`src/ledks_consts.vh`:
```
// Constants shared by the LED display and key scan controller.
`ifndef LEDKS_CONSTS_VH
`define LEDKS_CONSTS_VH

`define LEDKS_CMD_MODE     2'b00
`define LEDKS_CMD_DATA     2'b01
`define LEDKS_CMD_CTRL     2'b10
`define LEDKS_CMD_ADDR     2'b11
`define LEDKS_MODE_RESET   2'b11
`define LEDKS_DATA_WRITE   2'b00
`define LEDKS_DATA_READ    2'b10
`define LEDKS_B_FIXED      2
`define LEDKS_B_TEST       3
`define LEDKS_B_ON         3
`define LEDKS_ADDR_RESET   4'h0
`define LEDKS_ADDR_LIMIT   4'hE
`define LEDKS_RAM_DEPTH    14
`define LEDKS_PW_RESET     3'h0
`define LEDKS_KEY_BITS     6'h28
`define LEDKS_FIFO_WIDTH   9
`define LEDKS_FIFO_DEPTH   16
`define LEDKS_TICK_NS      1000
`define LEDKS_CLK_NS       25
`define LEDKS_TICK_LAST    8'h27
`define LEDKS_SLOT_LAST    4'hF
`define LEDKS_KEY_SRC_LAST 4'h9
`define LEDKS_PW0          4'h1
`define LEDKS_PW1          4'h2
`define LEDKS_PW2          4'h4
`define LEDKS_PW3          4'hA
`define LEDKS_PW4          4'hB
`define LEDKS_PW5          4'hC
`define LEDKS_PW6          4'hD
`define LEDKS_PW7          4'hE

`endif

```
`src/ledks_fifo.v`:
```
// Byte FIFO between the serial receiver and the command interpreter.
`timescale 1ns/1ps
module ledks_fifo #(
	parameter WIDTH = 9,
	parameter DEPTH = 16,
	parameter AW    = 4
) (
	input  wire             clk,
	input  wire             rst_n,
	input  wire             in_valid,
	output wire             in_ready,
	input  wire [WIDTH-1:0] in_data,
	output wire             out_valid,
	input  wire             out_ready,
	output wire [WIDTH-1:0] out_data
);

	reg [WIDTH-1:0] mem [0:DEPTH-1];
	reg [AW-1:0]    wr_q;
	reg [AW-1:0]    rd_q;
	reg [AW:0]      cnt_q;

	wire push = in_valid & in_ready;
	wire pop  = out_valid & out_ready;

	assign in_ready  = (cnt_q != DEPTH[AW:0]);
	assign out_valid = (cnt_q != {(AW+1){1'b0}});
	assign out_data  = mem[rd_q];

	always @(posedge clk) begin
		if (push) begin
			mem[wr_q] <= in_data;
		end
	end

	always @(posedge clk or negedge rst_n) begin
		if (!rst_n) begin
			wr_q  <= {AW{1'b0}};
			rd_q  <= {AW{1'b0}};
			cnt_q <= {(AW+1){1'b0}};
		end else begin
			if (push) begin
				wr_q <= (wr_q == DEPTH[AW-1:0] - 1'b1) ? {AW{1'b0}} : wr_q + 1'b1;
			end
			if (pop) begin
				rd_q <= (rd_q == DEPTH[AW-1:0] - 1'b1) ? {AW{1'b0}} : rd_q + 1'b1;
			end
			if (push && !pop) begin
				cnt_q <= cnt_q + 1'b1;
			end else if (pop && !push) begin
				cnt_q <= cnt_q - 1'b1;
			end
		end
	end

endmodule

```
`src/ledks_scan.v`:
```
// Grid multiplexer, dimming and key matrix scanner.
`timescale 1ns/1ps
`include "ledks_consts.vh"
module ledks_scan (
	input  wire          clk,
	input  wire          rst_n,
	input  wire [1:0]    mode,
	input  wire          disp_on,
	input  wire [2:0]    pulse_sel,
	input  wire [111:0]  ram_flat,
	input  wire [1:0]    key_in,
	output reg  [9:0]    seg_q,
	output reg  [2:0]    seg_grid_q,
	output reg  [3:0]    grid_q,
	output reg  [19:0]   key_q
);

	reg  [7:0]  tick_q;
	reg  [3:0]  sub_q;
	reg  [2:0]  slot_q;
	reg  [19:0] stage_q;
	reg  [3:0]  width;
	wire [2:0]  last_grid = {1'b0, mode} + 3'h3;
	wire        tick_end  = (tick_q == `LEDKS_TICK_LAST);
	wire        slot_end  = tick_end && (sub_q == `LEDKS_SLOT_LAST);
	wire        key_slot  = (slot_q == last_grid + 3'h1);
	wire        light     = disp_on && (sub_q < width);
	wire [7:0]  even_b    = ram_flat[{slot_q, 4'h0} +: 8];
	wire [7:0]  odd_b     = ram_flat[{slot_q, 4'h8} +: 8];
	wire [2:0]  sg_seg    = {odd_b[5], odd_b[4], odd_b[3]};
	wire [2:0]  sg_grid;
	reg  [3:0]  gr_d;
	reg  [9:0]  seg_d;
	reg  [2:0]  sg_d;

	// -----------------------------------------------------------------
	// Pulse width table
	// -----------------------------------------------------------------
	always @* begin
		case (pulse_sel)
			3'h0:    width = `LEDKS_PW0;
			3'h1:    width = `LEDKS_PW1;
			3'h2:    width = `LEDKS_PW2;
			3'h3:    width = `LEDKS_PW3;
			3'h4:    width = `LEDKS_PW4;
			3'h5:    width = `LEDKS_PW5;
			3'h6:    width = `LEDKS_PW6;
			default: width = `LEDKS_PW7;
		endcase
	end

	// -----------------------------------------------------------------
	// Shared pins: pin j carries grid 7-j once the mode reaches it
	// -----------------------------------------------------------------
	genvar j;
	generate
		for (j = 0; j < 3; j = j + 1) begin : g_sg
			assign sg_grid[j] = (last_grid >= 3'd6 - j[2:0]);
		end
	endgenerate

	always @* begin
		gr_d  = 4'h0;
		seg_d = 10'h000;
		sg_d  = 3'h0;
		if (key_slot) begin
			if (sub_q <= `LEDKS_KEY_SRC_LAST) begin
				seg_d = 10'h001 << sub_q;
			end
		end else begin
			// Grids rest while the display is off; the key slot keeps scanning
			if (disp_on && slot_q < 3'h4) begin
				gr_d = 4'h1 << slot_q[1:0];
			end
			sg_d = (sg_grid & (3'h4 >> (slot_q - 3'h4)) & {3{slot_q >= 3'h4 && disp_on}}) |
				(~sg_grid & sg_seg & {3{light}});
			seg_d = {odd_b[1:0], even_b} & {10{light}};
		end
	end

	// -----------------------------------------------------------------
	// Slot sequencing: n grid slots plus one key slot per cycle
	// -----------------------------------------------------------------
	always @(posedge clk or negedge rst_n) begin
		if (!rst_n) begin
			tick_q     <= 8'h00;
			sub_q      <= 4'h0;
			slot_q     <= 3'h0;
			stage_q    <= 20'h00000;
			key_q      <= 20'h00000;
			seg_q      <= 10'h000;
			seg_grid_q <= 3'h0;
			grid_q     <= 4'h0;
		end else begin
			seg_q      <= seg_d;
			seg_grid_q <= sg_d;
			grid_q     <= gr_d;
			tick_q     <= tick_end ? 8'h00 : tick_q + 8'h01;
			if (tick_end) begin
				sub_q <= sub_q + 4'h1;
				if (key_slot && sub_q <= `LEDKS_KEY_SRC_LAST) begin
					stage_q[{sub_q, 1'b0} +: 2] <= key_in;
				end
			end
			if (slot_end) begin
				if (key_slot || slot_q > last_grid) begin
					slot_q <= 3'h0;
					key_q  <= stage_q;
				end else begin
					slot_q <= slot_q + 3'h1;
				end
			end
		end
	end

endmodule

```
`src/ledks_ctrl.v`:
```
// Top of the LED display and key scan controller: serial link, commands, RAM.
`timescale 1ns/1ps
`include "ledks_consts.vh"
module ledks_ctrl (
	input  wire        mclk,
	input  wire        rst_n,
	input  wire        frame_select,
	input  wire        shift_clk,
	input  wire        serial_data_line_in,
	output reg         serial_data_line_out,
	output reg         serial_data_line_oe_n,
	input  wire [1:0]  key_return_inputs,
	output wire [9:0]  segment_scan_outputs,
	output wire [2:0]  segment_or_grid_outputs,
	output wire [3:0]  grid_outputs,
	output reg  [1:0]  display_mode,
	output reg         display_on,
	output reg  [2:0]  pulse_width,
	output reg         test_mode,
	output reg         fifo_overrun
);

	// -----------------------------------------------------------------
	// Reset release and pin synchronisers
	// -----------------------------------------------------------------
	reg        rst_s1;
	reg        rst_s2;
	wire       rstn_i = rst_s2;

	always @(posedge mclk or negedge rst_n) begin
		if (!rst_n) begin
			rst_s1 <= 1'b0;
			rst_s2 <= 1'b0;
		end else begin
			rst_s1 <= 1'b1;
			rst_s2 <= rst_s1;
		end
	end

	reg        stb_s1;
	reg        stb_s2;
	reg        sck_s1;
	reg        sck_s2;
	reg        sck_s3;
	reg        din_s1;
	reg        din_s2;
	reg  [1:0] key_s1;
	reg  [1:0] key_s2;

	always @(posedge mclk or negedge rstn_i) begin
		if (!rstn_i) begin
			stb_s1 <= 1'b1;
			stb_s2 <= 1'b1;
			sck_s1 <= 1'b1;
			sck_s2 <= 1'b1;
			sck_s3 <= 1'b1;
			din_s1 <= 1'b1;
			din_s2 <= 1'b1;
			key_s1 <= 2'b00;
			key_s2 <= 2'b00;
		end else begin
			stb_s1 <= frame_select;
			stb_s2 <= stb_s1;
			sck_s1 <= shift_clk;
			sck_s2 <= sck_s1;
			sck_s3 <= sck_s2;
			din_s1 <= serial_data_line_in;
			din_s2 <= din_s1;
			key_s1 <= key_return_inputs;
			key_s2 <= key_s1;
		end
	end

	// Shift clock edges only count while the frame is open
	wire sck_rise = ~stb_s2 & sck_s2 & ~sck_s3;
	wire sck_fall = ~stb_s2 & ~sck_s2 & sck_s3;

	// -----------------------------------------------------------------
	// Serial receiver
	// -----------------------------------------------------------------
	reg  [7:0] rx_sr_q;
	reg  [2:0] rx_cnt_q;
	reg        rx_first_q;
	reg        rx_valid_q;
	reg  [7:0] rx_byte_q;
	reg        rx_cmd_q;
	reg        read_frame_q;
	wire       fifo_in_ready;
	wire [7:0] rx_sr_d = {din_s2, rx_sr_q[7:1]};

	always @(posedge mclk or negedge rstn_i) begin
		if (!rstn_i) begin
			rx_sr_q      <= 8'h00;
			rx_cnt_q     <= 3'h0;
			rx_first_q   <= 1'b1;
			rx_valid_q   <= 1'b0;
			rx_byte_q    <= 8'h00;
			rx_cmd_q     <= 1'b0;
			fifo_overrun <= 1'b0;
		end else begin
			if (rx_valid_q && fifo_in_ready) begin
				rx_valid_q <= 1'b0;
			end
			if (stb_s2) begin
				rx_cnt_q   <= 3'h0;
				rx_first_q <= 1'b1;
			end else if (sck_rise) begin
				rx_sr_q  <= rx_sr_d;
				rx_cnt_q <= rx_cnt_q + 3'h1;
				// Host bits during a key read are don't-care and never queued
				if (rx_cnt_q == 3'h7 && !read_frame_q) begin
					rx_valid_q <= 1'b1;
					rx_byte_q  <= rx_sr_d;
					rx_cmd_q   <= rx_first_q;
					rx_first_q <= 1'b0;
					// A byte still waiting for room is overwritten; flagged sticky
					if (rx_valid_q && !fifo_in_ready) begin
						fifo_overrun <= 1'b1;
					end
				end
			end
		end
	end

	// -----------------------------------------------------------------
	// Byte queue toward the interpreter
	// -----------------------------------------------------------------
	wire       q_valid;
	wire       q_ready;
	wire [8:0] q_data;

	ledks_fifo #(
		.WIDTH (`LEDKS_FIFO_WIDTH),
		.DEPTH (`LEDKS_FIFO_DEPTH),
		.AW    (4)
	) u_fifo (
		.clk       (mclk),
		.rst_n     (rstn_i),
		.in_valid  (rx_valid_q),
		.in_ready  (fifo_in_ready),
		.in_data   ({rx_cmd_q, rx_byte_q}),
		.out_valid (q_valid),
		.out_ready (q_ready),
		.out_data  (q_data)
	);

	// -----------------------------------------------------------------
	// Command interpreter: one byte held, executed the next cycle
	// -----------------------------------------------------------------
	reg        hold_q;
	reg  [7:0] hold_byte_q;
	reg        hold_cmd_q;
	reg  [1:0] data_sel_q;
	reg        fixed_addr_q;
	reg  [3:0] addr_q;
	reg        ram_we;
	reg  [7:0] ram_q [0:`LEDKS_RAM_DEPTH-1];
	wire       addr_ok = (addr_q < `LEDKS_ADDR_LIMIT);

	// The hold stage halves the drain rate; the queue absorbs bursts
	assign q_ready = ~hold_q;

	always @(posedge mclk or negedge rstn_i) begin
		if (!rstn_i) begin
			hold_q       <= 1'b0;
			hold_byte_q  <= 8'h00;
			hold_cmd_q   <= 1'b0;
			display_mode <= `LEDKS_MODE_RESET;
			display_on   <= 1'b0;
			pulse_width  <= `LEDKS_PW_RESET;
			data_sel_q   <= `LEDKS_DATA_WRITE;
			fixed_addr_q <= 1'b0;
			test_mode    <= 1'b0;
			addr_q       <= `LEDKS_ADDR_RESET;
			read_frame_q <= 1'b0;
			ram_we       <= 1'b0;
		end else begin
			ram_we <= 1'b0;
			if (q_valid && !hold_q) begin
				hold_q      <= 1'b1;
				hold_byte_q <= q_data[7:0];
				hold_cmd_q  <= q_data[8];
			end
			if (stb_s2) begin
				read_frame_q <= 1'b0;
			end
			if (hold_q) begin
				hold_q <= 1'b0;
				if (hold_cmd_q) begin
					case (hold_byte_q[7:6])
						`LEDKS_CMD_MODE: begin
							if (hold_byte_q[1:0] != display_mode) begin
								display_mode <= hold_byte_q[1:0];
								display_on   <= 1'b0;
							end
						end
						`LEDKS_CMD_DATA: begin
							data_sel_q   <= hold_byte_q[1:0];
							fixed_addr_q <= hold_byte_q[`LEDKS_B_FIXED];
							test_mode    <= hold_byte_q[`LEDKS_B_TEST];
							if (hold_byte_q[1:0] == `LEDKS_DATA_READ && !stb_s2) begin
								read_frame_q <= 1'b1;
							end
						end
						`LEDKS_CMD_CTRL: begin
							display_on  <= hold_byte_q[`LEDKS_B_ON];
							pulse_width <= hold_byte_q[2:0];
						end
						default: begin
							addr_q <= hold_byte_q[3:0];
						end
					endcase
				end else if (data_sel_q == `LEDKS_DATA_WRITE && addr_ok) begin
					ram_we <= 1'b1;
					if (!fixed_addr_q) begin
						addr_q <= addr_q + 4'h1;
					end
				end
			end
		end
	end

	// -----------------------------------------------------------------
	// Display RAM: write address captured before the pointer advances
	// -----------------------------------------------------------------
	reg  [3:0]   wr_addr_q;
	reg  [7:0]   wr_data_q;
	wire [111:0] ram_flat;

	always @(posedge mclk or negedge rstn_i) begin
		if (!rstn_i) begin
			wr_addr_q <= `LEDKS_ADDR_RESET;
			wr_data_q <= 8'h00;
		end else if (hold_q) begin
			wr_addr_q <= addr_q;
			wr_data_q <= hold_byte_q;
		end
	end

	genvar i;
	generate
		for (i = 0; i < `LEDKS_RAM_DEPTH; i = i + 1) begin : g_ram
			always @(posedge mclk or negedge rstn_i) begin
				if (!rstn_i) begin
					ram_q[i] <= 8'h00;
				end else if (ram_we && wr_addr_q == i[3:0]) begin
					ram_q[i] <= wr_data_q;
				end
			end
			assign ram_flat[i*8 +: 8] = ram_q[i];
		end
	endgenerate

	// -----------------------------------------------------------------
	// Multiplexing and key scan
	// -----------------------------------------------------------------
	wire [19:0] key_data;

	ledks_scan u_scan (
		.clk        (mclk),
		.rst_n      (rstn_i),
		.mode       (display_mode),
		.disp_on    (display_on),
		.pulse_sel  (pulse_width),
		.ram_flat   (ram_flat),
		.key_in     (key_s2),
		.seg_q      (segment_scan_outputs),
		.seg_grid_q (segment_or_grid_outputs),
		.grid_q     (grid_outputs),
		.key_q      (key_data)
	);

	// -----------------------------------------------------------------
	// Key read transmitter
	// -----------------------------------------------------------------
	reg  [5:0] tx_idx_q;
	reg        tx_bit;
	wire [2:0] tx_byte = tx_idx_q[5:3];

	// Byte k: b0-b1 odd source, b3-b4 even source, other bits zero
	always @* begin
		case (tx_idx_q[2:0])
			3'h0:    tx_bit = key_data[{tx_byte, 2'b00}];
			3'h1:    tx_bit = key_data[{tx_byte, 2'b01}];
			3'h3:    tx_bit = key_data[{tx_byte, 2'b10}];
			3'h4:    tx_bit = key_data[{tx_byte, 2'b11}];
			default: tx_bit = 1'b0;
		endcase
	end

	always @(posedge mclk or negedge rstn_i) begin
		if (!rstn_i) begin
			tx_idx_q              <= 6'h00;
			serial_data_line_out  <= 1'b0;
			serial_data_line_oe_n <= 1'b1;
		end else begin
			serial_data_line_out <= 1'b0;
			if (!read_frame_q) begin
				tx_idx_q              <= 6'h00;
				serial_data_line_oe_n <= 1'b1;
			end else if (sck_fall) begin
				serial_data_line_oe_n <= tx_bit;
				tx_idx_q <= (tx_idx_q == `LEDKS_KEY_BITS - 6'h01) ? 6'h00 : tx_idx_q + 6'h01;
			end
		end
	end

endmodule

```
`config.mk`:
```
export PLATFORM = sky130hd
export DESIGN_NAME = ledks_ctrl
export DESIGN_NICKNAME = d
export VERILOG_FILES = /design/src/ledks_fifo.v /design/src/ledks_scan.v /design/src/ledks_ctrl.v
export VERILOG_INCLUDE_DIRS = /design/src /design/src/src
export SDC_FILE = /design/constraint.sdc
export NUM_CORES = 1
export LEC_CHECK = 0
export ABC_AREA = 1
export BUFFER_PORTS_ARGS = -buffer_cell sky130_fd_sc_hd__buf_4
export CAP_MARGIN = 10
export CELL_PAD_IN_SITES_DETAIL_PLACEMENT = 1
export CELL_PAD_IN_SITES_GLOBAL_PLACEMENT = 2
export CORE_UTILIZATION = 40
export CTS_CLUSTER_DIAMETER = 80
export DETAILED_ROUTE_END_ITERATION = 7
export PLACE_DENSITY_LB_ADDON = 0.1
export SYNTH_ARGS = -nofsm -noshare
export SYNTH_HDL_FRONTEND = slang
export SYNTH_HIERARCHICAL = 1
export SYNTH_SLANG_ARGS = --single-unit
export TNS_END_PERCENT = 100
```
`constraint.sdc`:
```
create_clock -name mclk -period 9.3 [get_ports mclk]
set_input_delay 0.93 -clock mclk [delete_from_list [all_inputs] [get_ports mclk]]
set_output_delay 0.93 -clock mclk [all_outputs]
set_load 0.02 [all_outputs]
```
==> results of run 1 <==
## path summary, 6_finish.rpt
path	start	end	slack, ps	cells after the start
max reg2reg	u_scan/slot_q[1]	u_scan/slot_q[2]	5800	7
max in group asynchronous	rst_s2	u_fifo/rd_q[0]	6730	2
min in group mclk	rst_s1	rst_s2	350	0
min reg2reg	rst_s1	rst_s2	350	0
min	rst_n	rst_s2	130	1
max	u_scan/slot_q[1]	u_scan/slot_q[2]	5800	7
## area by class of cell
type | count | area share [%]
multi-input cells | 1292 | 30.3
inverters | 267 | 4.90
clock buffers | 66 | 6.54
well taps | 600 | 3.65
clock inverters | 17 | 0.802
repair buffers | 43 | 1.57
flip-flops and latches | 400 | 52.2
## power breakdown
group | switching [uW] | internal (uW)
logic | 945 | 414
clock network | 730 | 1090
registers | 227 | 2090
total | 1900 | 3590
## per-stage QoR
step                hold WS, ps  area, um2  setup WS [ps]
finish                      129      20600           5800
global route               99.9      20600           5470
CTS                        98.7      20600           5780
detailed placement          338      19100           5790
global placement            334      19100           5850
floorplan                   331      18500           1660
## state kept, by name, summed over array words and instances (netlist names), 3 cells and up
name / flops
u_fifo/mem: 144
ram_flat: 91
u_scan/key_q: 20
u_scan/stage_q: 20
u_scan/seg_q: 10
hold_byte_q: 8
rx_byte_q: 8
u_scan/tick_q: 8
wr_data_q: 8
rx_sr_q: 7
tx_idx_q: 6
u_fifo/cnt_q: 5
addr_q: 4
u_fifo/rd_q: 4
u_fifo/wr_q: 4
u_scan/grid_q: 4
u_scan/sub_q: 4
wr_addr_q: 4
pulse_width: 3
rx_cnt_q: 3
u_scan/seg_grid_q: 3
u_scan/slot_q: 3
## layer usage
| layer | global-route usage (%) | part of all wire [%] | wire [um] | up-vias |
|---|---|---|---|---|
| li1 | - | - | - | 6579 |
| met1 | 27.9 | 45 | 21900 | 6600 |
| met2 | 35.5 | 48 | 23300 | 159 |
| met3 | 3.87 | 3.3 | 1580 | 87 |
| met4 | 7.04 | 2.9 | 1420 | 0 |
| met5 | 0 | 0 | 0 | - |
## cells in the final DEF (no fill, tap or decap), types with 2 or more instances in the layout
master	n
nand2_1	558
inv_1	250
dfrtp_1	243
nand3_1	212
o21ai_0	157
nor2_1	147
edfxtp_1	144
a21oi_1	49
clkbuf_16	47
buf_4	43
ha_1	41
o211ai_1	20
o21ai_1	18
nand4_1	14
inv_2	13
nor3_1	12
dfstp_2	11
clkbuf_8	10
xor2_1	9
nor2_4	9
clkbuf_1	9
clkinv_2	8
nor2_2	5
xnor2_1	5
clkinv_1	5
nor3_2	4
o22ai_1	4
nor3_4	3
nand3_4	3
nand2_4	3
nand2_2	3
bufinv_16	3
or2_2	3
or2_1	2
o21bai_1	2
conb_1	2
inv_6	2
clkinvlp_4	2
==> impl_metrics.csv, run 1 <==
group,metric,value,unit
place,dp_cells,2602,
drt,routed_wirelength,48200,um
clock_tree,cts_buffers,46,
worst_setup_path,crit_chain,"buf_4, inv_2, nand2_1, nand3_4, nand2_1, nand2_1, and3_1",
drt,drt_iter0_drc,678,
finish,nNetsFinal,2099,
power,irDropWorstVdd,0.000165,V
clock_tree,cts.sinks,400,
finish,post-route-util,45.3,%
finish,multiInputGateArea,6240,um2
timing,finalCriticalPeriod,3500,ps
job,max_cap_violations,0,
worst_setup_path,cp.required,9760,ps
timing,finalCritPeriodShare,37.6,%
floorplanning,dieHeight,217,um
floorplanning,dieWidth,217,um
timing,slew_violations,0,
synthesis,syn-instance-count,2045,
timing,tns,0,ps
drt,drc,0,
timing,hold_viol_final,0,
worst_setup_path,crit_buf_inv,2,
synthesis,syn_area_per_cell,9.05,um2
outcome,status,"complete, no violations",
floorplanning,rows,78,
clock_tree,clock_latency,580,ps
clock_tree,cts-root-buf,"clkbuf_16",
hold_path,hold_path.class,"in2async",
clock_tree,hold_buffers,0,
timing,slew_headroom,20.6,%
worst_setup_path,critPathTopFamily,"simple AND/OR/NAND/NOR gates",
worst_setup_path,cp.arrival,3960,ps
drt,wire_per_inst,18.0,um
worst_setup_path,crit_top_cell,"nand2_1",
clock_tree,cts_tree,"yes",
power,p_per_area,267,nW/um2
clock_tree,clkTransAtPathRegs,60,ps
global_routing,grt_max_degree,76,
timing,setup_violations,0,
global_routing,grt_overflow_total,0,
global_routing,grt_pass1_vias,14013,
drt,via_count,13425,
timing,clock_skew,13.3,ps
finish,area_growth_syn_to_layout,11.2,%
global_routing,grt_usage,21.3,%
worst_setup_path,end_kind,"flop",
finish,antennaDiodeCount,0,
synthesis,synth_fp_nets,2094,
synthesis,synth_area,18500,um2
finish,final_cells,2685,
floorplanning,core,45500,um2
drt,via_per_inst,5.00,
finish,final-seq-area,10700,um2
worst_setup_path,worstSetupStartpointType,"flop",
floorplanning,initial_core_util,40.7,%
clock_tree,clk_path_buf_depth,3,
global_routing,grt_pass1_wl,78500,um
worst_setup_path,cpMaxStageDelayCell,"dfrtp_1",
finish,final.fill_count,5282,
floorplanning,dieArea,47100,um2
timing,fmax,0.286,GHz
floorplanning,boundaryPins,34,
global_routing,grt_antenna_before_repair,0,
timing,worstMarginPinSlew,1190,ps
synthesis,ys_warn_count,6,
place,hpwl,32100,um
drt,dr.pass1.iters,5,
worst_setup_path,path_class,"reg2reg",
power,power.leakage,0.00981,uW
clock_tree,htree_levels,2,
finish,drive_gt1_share,8.49,%
worst_setup_path,critPathMaxStageDelay,780,ps
worst_setup_path,cp_max_fo,25,
clock_tree,post_cts_resize_count,0,
timing,grt_setup_unrepaired,"no",
place,place.gp.congestion,0.806,
clock_tree,cts_setup_buffers,0,
place,io_buffer_count,32,
drt,drtAntennaViolNets,0,
power,finalPower,5490,uW
Note: power is estimated with default switching activity, not from simulation.
==> inputs of run 2 (changes only) <==
Settings changed: CORE_UTILIZATION 40 to 36.
Clock period 9.3 ns to 3 ns, I/O delays scaled along.
==> run 2 against run 1 <==
Net effect:
- fmax is 30% higher
- wire length is 5.3% higher
- cell area is 1.8% higher
- sequential share of layout area is 0.91 points lower
- via count is 1.0% higher
- worst setup slack worse by 5500 ps
- global-route usage is 1.2 points lower
- final cell count is 3.9% higher
- first-iteration DRC count is 14% lower
==> impl_metrics.csv, run 2 (synthesis results as in run 1) <==
group,metric,value,unit
timing,slew_headroom,39.2,%
worst_setup_path,crit_buf_inv,1,
worst_setup_path,cp.arrival,3150,ps
floorplanning,core,50500,um2
finish,final.fill_count,5849,
timing,setup_violations,0,
finish,post-route-util,41.5,%
worst_setup_path,critPathMaxStageDelay,620,ps
drt,drc,0,
power,power.leakage,0.00997,uW
clock_tree,cts_setup_buffers,0,
global_routing,grt_overflow_total,0,
worst_setup_path,cpMaxStageDelayCell,"dfstp_2",
hold_path,hold_path.class,"in2async",
outcome,status,"complete, no violations",
timing,tns,0,ps
floorplanning,boundaryPins,34,
finish,final_cell_mix,"558 x nand2_1, 250 x inv_1, 243 x dfrtp_1",
worst_setup_path,path_class,"reg2reg",
worst_setup_path,crit_chain,"inv_1, ha_1, ha_1, nand2_1, o21ai_0, nand2_1, nand2_1, nand2_1, and3_1",
global_routing,grt_max_degree,76,
worst_setup_path,cp_max_fo,21,
clock_tree,cts.sinks,400,
clock_tree,hold_buffers,6,
drt,routed_wirelength,50700,um
worst_setup_path,crit_top_cell,"nand2_1",
timing,hold_slack,38.1,ps
timing,grt_setup_unrepaired,"no",
finish,area_growth_syn_to_layout,13.2,%
worst_setup_path,worstRegToRegCells,9,
clock_tree,cts_buffers,47,
floorplanning,initial_core_util,36.7,%
place,place.gp.congestion,0.803,
global_routing,grt_antenna_before_repair,0,
finish,nNetsFinal,2134,
floorplanning,dieHeight,229,um
power,irDropWorstVdd,0.000477,V
timing,finalCriticalPeriod,2700,ps
floorplanning,rows,82,
worst_setup_path,end_kind,"flop",
drt,via_count,13563,
clock_tree,clkTransAtPathRegs,60,ps
clock_tree,cts-root-buf,"clkbuf_16",
finish,largest_register_ffs,144,
clock_tree,htree_levels,2,
clock_tree,cts_tree,"yes",
timing,hold_viol_final,0,
place,io_buffer_count,32,
worst_setup_path,r2r-end,"u_scan/slot_q[2]",
timing,clock_skew,19.3,ps
finish,final_area,21000,um2
finish,layout_commonest_cell,"nand2_1",
worst_setup_path,r2r-start,"display_mode[1]",
worst_setup_path,worstSetupStartpointType,"flop",
worst_setup_path,r2r_setup_slack,300,ps
timing,fmax,0.370,GHz
power,p_per_area,811,nW/um2
timing,finalCritPeriodShare,90.0,%
finish,drive_gt1_share,9.39,%
timing,worstMarginPinSlew,909,ps
finish,regMostFlops,"u_fifo/mem",
worst_setup_path,critPathTopFamily,"simple AND/OR/NAND/NOR gates",
floorplanning,dieWidth,229,um
global_routing,grt_pass1_vias,14548,
drt,via_per_inst,4.86,
clock_tree,post_cts_resize_count,0,
drt,dr.pass1.iters,4,
place,pre_cts_slack,282,ps
drt,drt_iter0_drc,585,
drt,drtAntennaViolNets,0,
clock_tree,clock_latency,580,ps
job,max_cap_violations,0,
floorplanning,dieArea,52300,um2
place,placed_cell_area,19400,um2
global_routing,grt_usage,20.1,%
drt,wire_per_inst,18.2,um
timing,slew_violations,0,
worst_setup_path,cp.required,3450,ps
clock_tree,clk_path_buf_depth,3,
finish,antennaDiodeCount,0,
timing,setup_slack,300,ps
global_routing,grt_pass1_wl,82600,um
place,hpwl,33900,um
## run 2: layer usage
metal | wire length, um | vias up | global-route usage, %
met5 | 0 | - | 0
li1 | - | 6642 | -
met3 | 1240 | 84 | 2.50
met4 | 1340 | 0 | 6.61
met2 | 24600 | 140 | 34.2
met1 | 23600 | 6697 | 26.5
## run 2: final cells by class
cell class	instances	area, um2	share of cell area, %
Clock buffer	70	1350	6.45
Inverter	267	1010	4.82
Tap cell	672	841	4.01
Sequential cell	400	10700	51.3
Clock inverter	13	114	0.543
Timing Repair Buffer	77	643	3.07
Multi-Input combinational cell	1292	6240	29.8
## run 2: worst max path at each step
| stage | slack [ps] | endpoint | startpoint | cells after the start |
|---|---|---|---|---|
| 4_1_cts | 270 | u_scan/slot_q[2] | display_mode[1] | 9 |
| 3_5_place_dp | 280 | u_scan/slot_q[2] | display_mode[1] | 9 |
| 2_1_floorplan | 440 | addr_q[0] | rst_s2 | 0 |
| 5_1_grt | 40 | u_scan/slot_q[2] | display_mode[1] | 9 |
| 3_3_place_gp | 300 | u_scan/slot_q[2] | display_mode[0] | 9 |
| 6_report | 300 | u_scan/slot_q[2] | display_mode[1] | 9 |
## run 2: metrics by stage
step / instances / total power (uW)
5_1_grt: 2791 / 18200
3_3_place_gp: 2702 / 11600
4_1_cts: 2791 / 17300
2_1_floorplan: 2045 / 10100
6_report: 2791 / 17000
3_5_place_dp: 2702 / 11700
## run 2: report_power, final
part | internal [uW] | total (uW) | switching [uW]
combinational | 1350 | 4400 | 3060
clock | 3260 | 5510 | 2240
sequential | 6470 | 7090 | 617
total | 11100 | 17000 | 5910
## run 2: worst reg2reg max path, stage by stage, from the launching register on
cell and delay [ps]:
dfstp_2 620, inv_1 90, ha_1 280, ha_1 300, nand2_1 50, o21ai_0 160, nand2_1 120, nand2_1 90
nand2_1 470, and3_1 420
